`src/lock_ack_pkg.sv`:
```
// Constants and types for the dual-port lock and acknowledge front end
// =====================================================================
package lock_ack_pkg;
  localparam int REFRESH_W = 9;
  localparam int HALF_W = 5;
  localparam logic [8:0] REFRESH_RESET = 9'h000;
  localparam logic [8:0] REFRESH_PRESET = 9'h1FC;
  localparam logic [2:0] ACK_LEN_FAST = 3'h3;
  localparam logic [2:0] ACK_LEN_SLOW = 3'h2;
  localparam logic [2:0] LATE_DELAY = 3'h2;
  localparam logic [2:0] DATA_DELAY = 3'h1;
  localparam logic [2:0] RAS_LEN = 3'h4;
  typedef enum logic [1:0] {
    ST_IDLE = 2'b00,
    ST_CYCLE = 2'b01,
    ST_REFRESH = 2'b10
  } cyc_state_e;
endpackage

```
`src/lock_ack_front_end.sv`:
```
// Port front end: lock steering, enable gating, acknowledges, test counters
`timescale 1ns/100ps
module lock_ack_front_end (
  input wire logic mclk,
  input wire logic nrst,
  input wire logic lock_n,
  input wire logic [1:0] rd_n,
  input wire logic [1:0] wr_n,
  input wire logic [1:0] port_enable_n,
  input wire logic refresh_req,
  input wire logic ecc_mode,
  input wire logic cycle_class_select,
  input wire logic port_a_sync_select,
  input wire logic port_b_sync_select,
  input wire logic [1:0] transfer_acknowledge_select,
  input wire logic fast_ram,
  input wire logic extend,
  input wire logic test_mode1,
  input wire logic test_mode2,
  output logic port_select_output,
  output logic ras_n,
  output logic [1:0] advanced_acknowledge_n,
  output logic [1:0] transfer_acknowledge_n,
  output logic data_valid,
  output logic init_active,
  output logic [lock_ack_pkg::REFRESH_W-1:0] ram_address_out
);
  import lock_ack_pkg::*;

  // =====================================================================
  // Input synchronisers
  logic [1:0] rd_s1_q, rd_s2_q, wr_s1_q, wr_s2_q, pe_s1_q, pe_s2_q;
  logic lock_s1_q, lock_s2_q, rfq_s1_q, rfq_s2_q;
  logic [1:0] rd_x_q, wr_x_q, pe_x_q;
  always_ff @(posedge mclk or negedge nrst) begin
    if (!nrst) begin
      rd_s1_q <= 2'h3;
      rd_s2_q <= 2'h3;
    end else begin
      rd_s1_q <= rd_n;
      rd_s2_q <= rd_s1_q;
    end
  end

  always_ff @(posedge mclk or negedge nrst) begin
    if (!nrst) begin
      wr_s1_q <= 2'h3;
      wr_s2_q <= 2'h3;
    end else begin
      wr_s1_q <= wr_n;
      wr_s2_q <= wr_s1_q;
    end
  end

  always_ff @(posedge mclk or negedge nrst) begin
    if (!nrst) begin
      pe_s1_q <= 2'h3;
      pe_s2_q <= 2'h3;
    end else begin
      pe_s1_q <= port_enable_n;
      pe_s2_q <= pe_s1_q;
    end
  end

  always_ff @(posedge mclk or negedge nrst) begin
    if (!nrst) begin
      lock_s1_q <= 1'b1;
      lock_s2_q <= 1'b1;
    end else begin
      lock_s1_q <= lock_n;
      lock_s2_q <= lock_s1_q;
    end
  end

  always_ff @(posedge mclk or negedge nrst) begin
    if (!nrst) begin
      rfq_s1_q <= 1'b0;
      rfq_s2_q <= 1'b0;
    end else begin
      rfq_s1_q <= refresh_req;
      rfq_s2_q <= rfq_s1_q;
    end
  end

  // Extra stage for asynchronous ports
  always_ff @(posedge mclk or negedge nrst) begin
    if (!nrst) begin
      rd_x_q <= 2'h3;
      wr_x_q <= 2'h3;
      pe_x_q <= 2'h3;
    end else begin
      rd_x_q <= rd_s2_q;
      wr_x_q <= wr_s2_q;
      pe_x_q <= pe_s2_q;
    end
  end

  // =====================================================================
  // Request qualification per port
  logic [1:0] sync_sel;
  logic [1:0] req;
  logic [1:0] cmd_act;
  assign sync_sel = {port_b_sync_select, port_a_sync_select};

  // Read or write command active
  function automatic logic cmd_active(input logic rd, input logic wr);
    return !rd || !wr;
  endfunction

  genvar g;
  generate
    for (g = 0; g < 2; g++) begin : g_req
      // Sync ports use the earlier stage; async ports one stage later
      assign cmd_act[g] = sync_sel[g] ? cmd_active(rd_s2_q[g], wr_s2_q[g])
                                      : cmd_active(rd_x_q[g], wr_x_q[g]);
      assign req[g] = sync_sel[g] ? (cmd_act[g] && !pe_s2_q[g])
                                  : (cmd_act[g] && !pe_x_q[g]);
    end
  endgenerate

  // =====================================================================
  // Arbiter, lock and RAM cycle timing
  cyc_state_e state_q;
  logic sel_q, locked_q, lock_port_q;
  logic [2:0] ras_cnt_q;
  logic [1:0] done_q;
  logic lock_act;
  assign lock_act = !lock_s2_q;

  // Lock owner: port A when high, B when low
  always_ff @(posedge mclk or negedge nrst) begin
    if (!nrst) begin
      locked_q <= 1'b0;
      lock_port_q <= 1'b1;
    end else begin
      if (lock_act && !locked_q && state_q != ST_REFRESH) begin
        locked_q <= 1'b1;
        lock_port_q <= sel_q;
      end else if (!lock_act) begin
        locked_q <= 1'b0;
      end
    end
  end

  always_ff @(posedge mclk or negedge nrst) begin
    if (!nrst) begin
      state_q <= ST_IDLE;
      sel_q <= 1'b1;
      ras_cnt_q <= 3'h0;
      done_q <= 2'h0;
    end else begin
      for (int i = 0; i < 2; i++) begin
        if (!cmd_act[i]) begin
          done_q[i] <= 1'b0;
        end
      end
      case (state_q)
        ST_IDLE: begin
          if (rfq_s2_q) begin
            state_q <= ST_REFRESH;
            ras_cnt_q <= RAS_LEN;
          end else if (locked_q) begin
            sel_q <= lock_port_q;
            if (req[~lock_port_q] && !done_q[~lock_port_q]) begin
              state_q <= ST_CYCLE;
              ras_cnt_q <= RAS_LEN;
            end
          end else if (req[~sel_q] && !done_q[~sel_q]) begin
            state_q <= ST_CYCLE;
            ras_cnt_q <= RAS_LEN;
          end else if (req[sel_q] && !done_q[sel_q]) begin
            sel_q <= !sel_q;
          end
        end
        ST_CYCLE: begin
          if (ras_cnt_q == 3'h1) begin
            state_q <= ST_IDLE;
            done_q[~sel_q] <= 1'b1;
          end
          ras_cnt_q <= ras_cnt_q - 3'h1;
        end
        ST_REFRESH: begin
          if (ras_cnt_q == 3'h1) begin
            state_q <= ST_IDLE;
          end
          ras_cnt_q <= ras_cnt_q - 3'h1;
        end
        default: begin
          state_q <= ST_IDLE;
        end
      endcase
    end
  end

  // Served port index: high select is port A (index 0)
  logic srv;
  assign srv = ~sel_q;
  logic cyc_start;
  assign cyc_start = (state_q == ST_CYCLE) && (ras_cnt_q == RAS_LEN);

  // =====================================================================
  // Acknowledge generation
  logic [2:0] ack_len;
  logic fast_delay;
  assign ack_len = cycle_class_select ? ACK_LEN_FAST : ACK_LEN_SLOW;
  // Fast class with fast RAM and no extend waits half a clock, modelled as one clock here
  assign fast_delay = cycle_class_select && fast_ram && !extend;
  logic [2:0] dly_q[2];
  logic [2:0] len_q[2];
  logic [1:0] advanced_acknowledge_q, transfer_acknowledge_q, xpend_q, dv_q, advanced_acknowledge_en;

  // ECC keeps a single strobe: type set by select bit
  assign advanced_acknowledge_en = ~({2{ecc_mode}} & transfer_acknowledge_select);

  // Delay and width counters per port
  always_ff @(posedge mclk or negedge nrst) begin
    if (!nrst) begin
      for (int i = 0; i < 2; i++) begin
        dly_q[i] <= 3'h0;
        len_q[i] <= 3'h0;
      end
    end else begin
      for (int i = 0; i < 2; i++) begin
        if (cyc_start && srv == i[0]) begin
          // Early for sync, late for async
          dly_q[i] <= (sync_sel[i] ? 3'h0 : LATE_DELAY) + (fast_delay ? 3'h1 : 3'h0);
          len_q[i] <= ack_len;
        end else if (dly_q[i] != 3'h0) begin
          dly_q[i] <= dly_q[i] - 3'h1;
        end else if (len_q[i] != 3'h0) begin
          len_q[i] <= len_q[i] - 3'h1;
        end
      end
    end
  end

  // Timing pulse, kept even where the strobe is suppressed
  always_ff @(posedge mclk or negedge nrst) begin
    if (!nrst) begin
      advanced_acknowledge_q <= 2'h0;
    end else begin
      for (int i = 0; i < 2; i++) begin
        advanced_acknowledge_q[i] <= (dly_q[i] == 3'h0) && (len_q[i] != 3'h0);
      end
    end
  end

  // Data valid a fixed delay after the pulse
  always_ff @(posedge mclk or negedge nrst) begin
    if (!nrst) begin
      dv_q <= 2'h0;
    end else begin
      dv_q <= advanced_acknowledge_q;
    end
  end

  // Transfer acknowledge armed at cycle start, cleared with command
  always_ff @(posedge mclk or negedge nrst) begin
    if (!nrst) begin
      transfer_acknowledge_q <= 2'h0;
      xpend_q <= 2'h0;
    end else begin
      for (int i = 0; i < 2; i++) begin
        if (!cmd_act[i]) begin
          transfer_acknowledge_q[i] <= 1'b0;
          xpend_q[i] <= 1'b0;
        end else if (cyc_start && srv == i[0]) begin
          xpend_q[i] <= 1'b1;
        end else if (xpend_q[i] && advanced_acknowledge_q[i]) begin
          transfer_acknowledge_q[i] <= !ecc_mode || transfer_acknowledge_select[i];
        end
      end
    end
  end

  // Hold read data while the sync command is active; async host latches it
  logic data_q;
  always_ff @(posedge mclk or negedge nrst) begin
    if (!nrst) begin
      data_q <= 1'b0;
    end else begin
      data_q <= (dv_q != 2'h0) || (data_q && cmd_act[srv] && sync_sel[srv]);
    end
  end

  // =====================================================================
  // Refresh counter and test modes
  logic [REFRESH_W-1:0] rcnt_q;
  logic refr_upd, init_q, tm_seen_q;
  assign refr_upd = (state_q == ST_REFRESH) && (ras_cnt_q == 3'h1);

  // First clock after reset samples the test modes
  always_ff @(posedge mclk or negedge nrst) begin
    if (!nrst) begin
      tm_seen_q <= 1'b0;
    end else begin
      tm_seen_q <= 1'b1;
    end
  end

  always_ff @(posedge mclk or negedge nrst) begin
    if (!nrst) begin
      rcnt_q <= REFRESH_RESET;
      init_q <= 1'b1;
    end else begin
      if (!tm_seen_q && test_mode2 && ecc_mode) begin
        rcnt_q <= REFRESH_PRESET;
        init_q <= 1'b0;
      end else if (!tm_seen_q && (test_mode1 || !ecc_mode)) begin
        init_q <= 1'b0;
      end else if (refr_upd) begin
        if (test_mode1) begin
          rcnt_q[HALF_W-1:0] <= rcnt_q[HALF_W-1:0] + 1'b1;
          rcnt_q[REFRESH_W-1:HALF_W] <= rcnt_q[REFRESH_W-1:HALF_W] + 1'b1;
        end else begin
          rcnt_q <= rcnt_q + 1'b1;
          if (rcnt_q == {REFRESH_W{1'b1}}) begin
            init_q <= 1'b0;
          end
        end
      end
    end
  end

  // =====================================================================
  // Registered outputs
  always_ff @(posedge mclk or negedge nrst) begin
    if (!nrst) begin
      port_select_output <= 1'b1;
    end else begin
      port_select_output <= sel_q;
    end
  end

  always_ff @(posedge mclk or negedge nrst) begin
    if (!nrst) begin
      ras_n <= 1'b1;
    end else begin
      ras_n <= (state_q == ST_IDLE);
    end
  end

  always_ff @(posedge mclk or negedge nrst) begin
    if (!nrst) begin
      advanced_acknowledge_n <= 2'h3;
    end else begin
      advanced_acknowledge_n <= ~(advanced_acknowledge_q & advanced_acknowledge_en);
    end
  end

  always_ff @(posedge mclk or negedge nrst) begin
    if (!nrst) begin
      transfer_acknowledge_n <= 2'h3;
    end else begin
      transfer_acknowledge_n <= ~(transfer_acknowledge_q & cmd_act);
    end
  end

  always_ff @(posedge mclk or negedge nrst) begin
    if (!nrst) begin
      data_valid <= 1'b0;
    end else begin
      data_valid <= data_q;
    end
  end

  always_ff @(posedge mclk or negedge nrst) begin
    if (!nrst) begin
      init_active <= 1'b1;
    end else begin
      init_active <= init_q && ecc_mode && !test_mode1;
    end
  end

  always_ff @(posedge mclk or negedge nrst) begin
    if (!nrst) begin
      ram_address_out <= REFRESH_RESET;
    end else begin
      ram_address_out <= rcnt_q;
    end
  end
endmodule

```
`config.mk`:
```
export PLATFORM = sky130hd
export DESIGN_NAME = lock_ack_front_end
export DESIGN_NICKNAME = d
export VERILOG_FILES = /design/src/lock_ack_pkg.sv /design/src/lock_ack_front_end.sv
export SDC_FILE = /design/constraint.sdc
export NUM_CORES = 1
export LEC_CHECK = 0
export ABC_CLOCK_PERIOD_IN_PS = 1600
export BUFFER_PORTS_ARGS = -buffer_cell sky130_fd_sc_hd__buf_2
export CAP_MARGIN = 20
export CORE_MARGIN = 4
export CORE_UTILIZATION = 25
export CTS_CLUSTER_SIZE = 40
export DETAILED_ROUTE_END_ITERATION = 7
export GPL_TIMING_DRIVEN = 0
export HOLD_SLACK_MARGIN = 0.02
export PLACE_DENSITY = 0.53
export SYNTH_ARGS = -nofsm -noshare
export SYNTH_HDL_FRONTEND = slang
export SYNTH_SLANG_ARGS = --single-unit
```
`constraint.sdc`:
```
create_clock -name mclk -period 1.6 [get_ports mclk]
set_input_delay 0.24 -clock mclk [delete_from_list [all_inputs] [get_ports mclk]]
set_output_delay 0.24 -clock mclk [all_outputs]
set_load 0.05 [all_outputs]
```
; Yosys cells after proc, flatten, opt, wreduce, memory -nomap -nowiden
; Index checks and enable logic that the tools add are counted.
[op_classes]
reduce_logical = 85
add_sub_neg = 10
bitwise = 10
n_mux = 75
n_eq_ne = 20
magnitude_cmp = 4
[op_table]
columns = operator, count
row1 = two-way mux 1 bit, 45
row2 = two-way mux 3 bit, 14
row3 = two-way mux 9 bit, 4
row4 = logical AND 1 bit, 27
row5 = zero test 1 bit, 22
row6 = two-way mux 2 bit, 9
row7 = nonzero test 2 bit, 9
row8 = nonzero test 3 bit, 6
row9 = "subtractor 3 x 1 -> 3 bit, second input constant", 5
row10 = "inequality test 2 bit, second input constant", 7
row11 = "inequality test 2 x 1 -> 1 bit, second input constant", 5
row12 = AND reduction 2 bit, 5
row13 = "adder 9 x 1 -> 9 bit, second input constant", 1
row14 = "equality test 9 bit, second input constant", 1
row15 = AND reduction 3 bit, 3
row16 = logical OR 1 bit, 8
row17 = "inequality test 4 bit, second input constant", 2
row18 = AND 2 bit, 3
row19 = zero test 3 bit, 2
row20 = "< comparator 1 x 2 -> 1 bit, second input constant", 3
row21 = inverter 2 bit, 3
row22 = case mux 3 bit (2 select lines), 1
row23 = "adder 5 x 1 -> 5 bit, second input constant", 1
row24 = "adder 4 x 1 -> 4 bit, second input constant", 1
row25 = other kinds (15), 17
[totals]
input_bits = 20
elab_cells = 244
ff_bits = 81
output_inout_bits = 17

; Depth between registers and ports, before layout
[depth]
depth_word = 12
mapped_depth = 8
mapped_depth_nobuf = 8

; Worst setup path before layout
; Ideal clock, no wire load.
[synth_path]
path_kind = register to register
startpoint = reg state_q[1]
endpoint = reg ras_cnt_q[2]
arrival_ns = 1.659
path_stages_with_launch = 8
path_slack_ns = -0.179
path_buffers = 0
cell_sequence = dfrtp_1 inv_1 ha_1 nor2b_1 nand3_1 o22ai_2 a211oi_2 o211a_1
[synth_via]
elab_chain_cells = 4
word_cells_on_any_way = 9
classes_between = eq/ne (4) / mux (1) / reduce/logical (4)
[synth_rtl]
columns = element, line
row1 = from (decl), lock_ack_front_end.sv:123  ; cyc_state_e state_q;
row2 = from (signal assigned), lock_ack_front_end.sv:147  ; state_q <= ST_IDLE;
row3 = from (signal assigned), lock_ack_front_end.sv:160  ; state_q <= ST_REFRESH;
row4 = from (signal assigned), lock_ack_front_end.sv:165  ; state_q <= ST_CYCLE;
row5 = equality test 2 x 1 -> 1 bit / equality test 2 bit (equally long branches), lock_ack_front_end.sv:157  ; case (state_q)
row6 = OR reduction 2 bit (no line), --
row7 = nonzero test 2 bit (no line), --
row8 = AND reduction 3 bit (no line), --
row9 = to (signal assigned), lock_ack_front_end.sv:180  ; ras_cnt_q <= ras_cnt_q - 3'h1;
row10 = to (signal assigned), lock_ack_front_end.sv:186  ; ras_cnt_q <= ras_cnt_q - 3'h1;
row11 = to (decl), lock_ack_front_end.sv:125  ; logic [2:0] ras_cnt_q;
; Several ways; a longest one is shown, not always the timed one.
; A chain may end at the register's enable or synchronous reset.

; Worst setup path after layout
[layout_path]
startpoint = reg wr_s2_q[0]
endpoint = reg ras_cnt_q[0]
[layout_via]
elab_chain_cells = 10
word_cells_on_any_way = 15
classes_between = eq/ne (2) / mux (6) / reduce/logical (7)
[layout_rtl]
columns = element, line
row1 = from (decl), lock_ack_front_end.sv:32  ; logic [1:0] rd_s1_q, rd_s2_q, wr_s1_q, wr_s2_q, pe_s1_q, pe_s2_q;
row2 = from (signal assigned), lock_ack_front_end.sv:51  ; wr_s2_q <= wr_s1_q;
row3 = zero test 1 bit (*), lock_ack_front_end.sv:107  ; return !rd || !wr;
row4 = logical OR 1 bit (*), lock_ack_front_end.sv:107
row5 = two-way mux 1 bit (*), lock_ack_front_end.sv:114  ; assign cmd_act[g] = sync_sel[g] ? cmd_active(rd_s2_q[g], wr_s2_q[g])
row6 = "logical AND 1 bit, on equally long branches", "lock_ack_front_end.sv:117, lock_ack_front_end.sv:116"
row7 = two-way mux 1 bit (*), lock_ack_front_end.sv:116  ; assign req[g] = sync_sel[g] ? (cmd_act[g] && !pe_s2_q[g])
row8 = "two-way mux 1 bit, on equally long branches (2 in a row)", "lock_ack_front_end.sv:164, lock_ack_front_end.sv:168"
row9 = "logical AND 1 bit, on equally long branches", "lock_ack_front_end.sv:164, lock_ack_front_end.sv:168"
row10 = inequality test 4 bit (no line), --
row11 = AND reduction 3 bit (no line) (*), --
; Every way passes the cells marked *; elsewhere a longest branch is shown, timed or not. The select of a mux whose other input is x is not followed.

==> impl_summary.txt <==
----------------------------------------------------
[Run status]
  Result of the run ... finished with violations
  Violations in the final reports ... negative setup slack

[Drt]
  TritonRoute pass-1 iters ... 4
  Number of antenna-violating nets in the routed design ... 0
  DRC viols ... 0
  Total length of routed wires ... 6880 µm
  Routed len/inst ... 12.8 µm
  Vias after detailed routing ... around 2300
  Via-to-Cell Ratio ... 4.23
  Detailed Route Iter0 Violations ... 70

[Power and ir drop]
  Part of the power in registers ... 0.379
  Post-layout power ... 7.81 mW
  Internal power ... 5.20 mW
  Power density relative to cell area ... 1690 nW/µm²
  LEAKAGE ... about 2.0 nW
  Net switching share of the total power ... 0.335
  Worst IR drop on VDD ... 0.848 mV
  Combinational group share of total power ... 0.335
  Sw power ... 2.61 mW
  Clock power frac ... 0.286

[STA]
  Number of setup violations in the final report ... 4
  Final Skew ... between 3 and 4 ps
  Count of pins over their slew limit ... 0
  Final number of hold-violating endpoints ... 0
  FMAX ... 594 MHz
  Setup slack after layout ... -84.1 ps
  Setup total negative slack ... -238 ps
  Final period demand of the worst path ... 1680 ps
  Ratio of final minimum period to clock period ... 1.05
  Unrepaired setup endpoints after global routing ... true

[Synthesis]
  Post-synth EDFFs ... 0
  Synth area leader ... dfrtp_1
  Post-synth top flop ... dfrtp_1
  Total standard cell area after synthesis ... roughly 3400 µm²
  Share of the synthesized area in the top cell type ... 0.379
  Async set-reset flop share out of synthesis ... 1.00
  Register area share after synthesis ... 0.614
  Post-synthesis cell count ... 278
  #FFs+latches synth ... 81
  Leading post-synthesis cells by cell area ... dfrtp_1 (38%), dfstp_2 (23%), ha_1 (6.7%)
  Mean Syn Cell Area ... 12.1 µm²
  Post-synthesis net count ... around 320
  Yosys warning total ... 0
  Unique masters post-synth ... 49

[Placement]
  Number of buffers inserted by port buffering ... 36
  Total half-perimeter wirelength after legalization and detailed placement ... 4460 µm
  Final weighted congestion in routability-driven placement ... 0.761

[GRT]
  Overall Global Routing Usage ... 0.0972
  Overall overflow remaining after global route ... 0
  Wire length of the first global-routing pass ... about 11000 µm
  Number of global-route vias before repair ... 2319
  Initial antenna violation count ... 0
  Maximum number of pins on one net before global-route repair ... 70

[Die]
  Boundary pin count ... 37
  Std cell rows ... 42
  Die ar. ... approximately 15000 µm²
  DIE HEIGHT ... about 120 µm
  Core footprint ... between 10000 and 15000 µm²
  Initial Util ... 0.255
  X dimension of the die ... around 120 µm

[Clock tree]
  TritonCTS clock tree ... done
  Root Driver ... clkbuf_16
  Level count of the clock H-tree ... 3
  Reg clk slew, reported paths ... 60 ps
  Deepest clock path buffer count ... 2
  Sink count of the clock tree ... about 80
  Number of buffers added by the clock tree synthesis step ... 9
  Clock insertion delay at the later pin of the skew report ... roughly 330 ps

[Worst setup path]
  Type of element launching the critical path ... register
  Class of the most critical setup path ... register to register
  Critical Path Sink Type ... register
  Max FO, Critical Path ... 3
  Slack of the worst reg-to-reg path ... -80 ps
  Critical Path RT ... 1860 ps
  Data arrival time of the critical path ... 1940 ps

[Final layout]
  Post-layout nets ... 396
  Commonest non-fill, non-tap cells in the layout ... dfrtp_1 (49), buf_2 (36), dfstp_2 (30)
  Most common cell after layout, fill and taps aside ... dfrtp_1
  Sequential cell area ... 2070 µm²
  Layout overhead on the synthesized area ... 37.6%
  Area of the multi-input gates ... 1430 µm²
  Number of diodes added for antenna fixing ... 0
  Layout filler cell count ... 1304
  Fraction of final layout cells sized beyond drive strength 1 ... 0.405

[Job]
  Max cap viols ... 0

[Worst hold path]
  Worst hold path class ... input pin to register

----------------------------------------------------
## area by class of cell
type / instances / share of cell area
Sequential cell: 81 / 0.446
Multi-Input combinational cell: 177 / 0.308
Timing Repair Buffer: 70 / 0.109
Clock buffer: 13 / 0.0630
Tap cell: 176 / 0.0476
Inverter: 17 / 0.0138
Clock inverter: 3 / 0.00946
Buffer: 2 / 0.00324
## power by group through the flow
stage | Sequential (mW) | Clock (mW) | Combinational [mW]
floorplan | 3.25 | 0 | 1.34
global placement | 2.94 | 0 | 2.10
detailed placement | 2.95 | 0 | 2.17
CTS | 2.96 | 2.32 | 2.46
global route | 3.03 | 2.39 | 2.91
finish | 2.96 | 2.23 | 2.62
## final timing paths
| path | from | cells past startpoint | endpoint |
|---|---|---|---|
| setup / recovery | wr_s2_q[0] | 6 | ras_cnt_q[0] |
| hold / removal | transfer_acknowledge_select[1] | 3 | advanced_acknowledge_n[1] |
| setup reg to reg | wr_s2_q[0] | 6 | ras_cnt_q[0] |
| hold reg to reg | rfq_s1_q | 0 | rfq_s2_q |
| max in group asynchronous | nrst | 3 | advanced_acknowledge_n[1] |
| min in group asynchronous | nrst | 2 | ram_address_out[8] |
## cells by family after synthesis
kind of cell,count (synthesis),synth area share
AO/OA/AOI/OAI,45,0.0907
XOR/XNOR,11,0.0286
adder cells (fa/ha/maj),18,0.0669
buffers and inverters,20,0.0227
flip-flops,81,0.614
multiplexers,8,0.0249
other,1,0.00111
AND/OR/NAND/NOR,94,0.151
## sequential cells by signal, indices dropped and copies added (netlist names), 3 cells and up
signal	count
len_q	6
ras_cnt_q	3
dly_q	6
rcnt_q	9
ram_address_out	9
## metrics by stage
step / setup WS [ps] / util / instance area [µm²] / std cells / hold WS (ps)
floorplan: -61.4 / - / 3380 / 278 / -55.6
global placement: -345 / 0.286 / 3780 / 490 / 335
detailed placement: -355 / 0.289 / 3810 / 491 / 107
CTS: -137 / 0.339 / 4470 / 531 / 108
global route: -158 / 0.351 / 4630 / 539 / 131
finish: -84.1 / 0.351 / 4630 / 539 / 121
## cells in the mapped netlist, types with 2 or more instances
cell	n
dfrtp_1	51
dfstp_2	30
nand2_1	27
nor2_1	19
ha_1	18
inv_1	16
a21oi_1	10
o21ai_1	10
nand3_1	9
xnor2_1	7
and3_1	6
nand2b_1	6
o21ai_0	6
mux2i_1	5
nor2b_1	5
xor2_1	4
nand3b_1	3
nand4_1	3
nor3_1	3
o211a_1	3
a31oi_1	2
a32o_1	2
and3b_1	2
mux2_2	2
nor4_4	2
o21a_1	2
o22ai_2	2
or2_2	2
## per-layer routing
metal  GRT usage  share of wire  vias up
met5           0              0        -
met4      0.0267          0.012        0
met3      0.0400          0.055        7
met2       0.153           0.46       41
met1       0.124           0.48     1122
li1            -              -     1110
## critical path: stages (launching register included)
cell and delay (ps):
dfstp_2 370, and3_4 180, nor4_4 230, buf_4 180, o22ai_4 90, a211oi_4 330, mux2i_1 220
## timing repair
action / CTS / global route
setup endpoints to repair: 28 / 21
hold endpoints to repair: 20 / 0
gates cloned: 1 / 0
pin swaps: 7 / 21
hold buffers: 9 / 0
gates resized for setup: 27 / 16
setup buffers: 15 / 9
No activity file was read; power rests on OpenSTA's default activity.
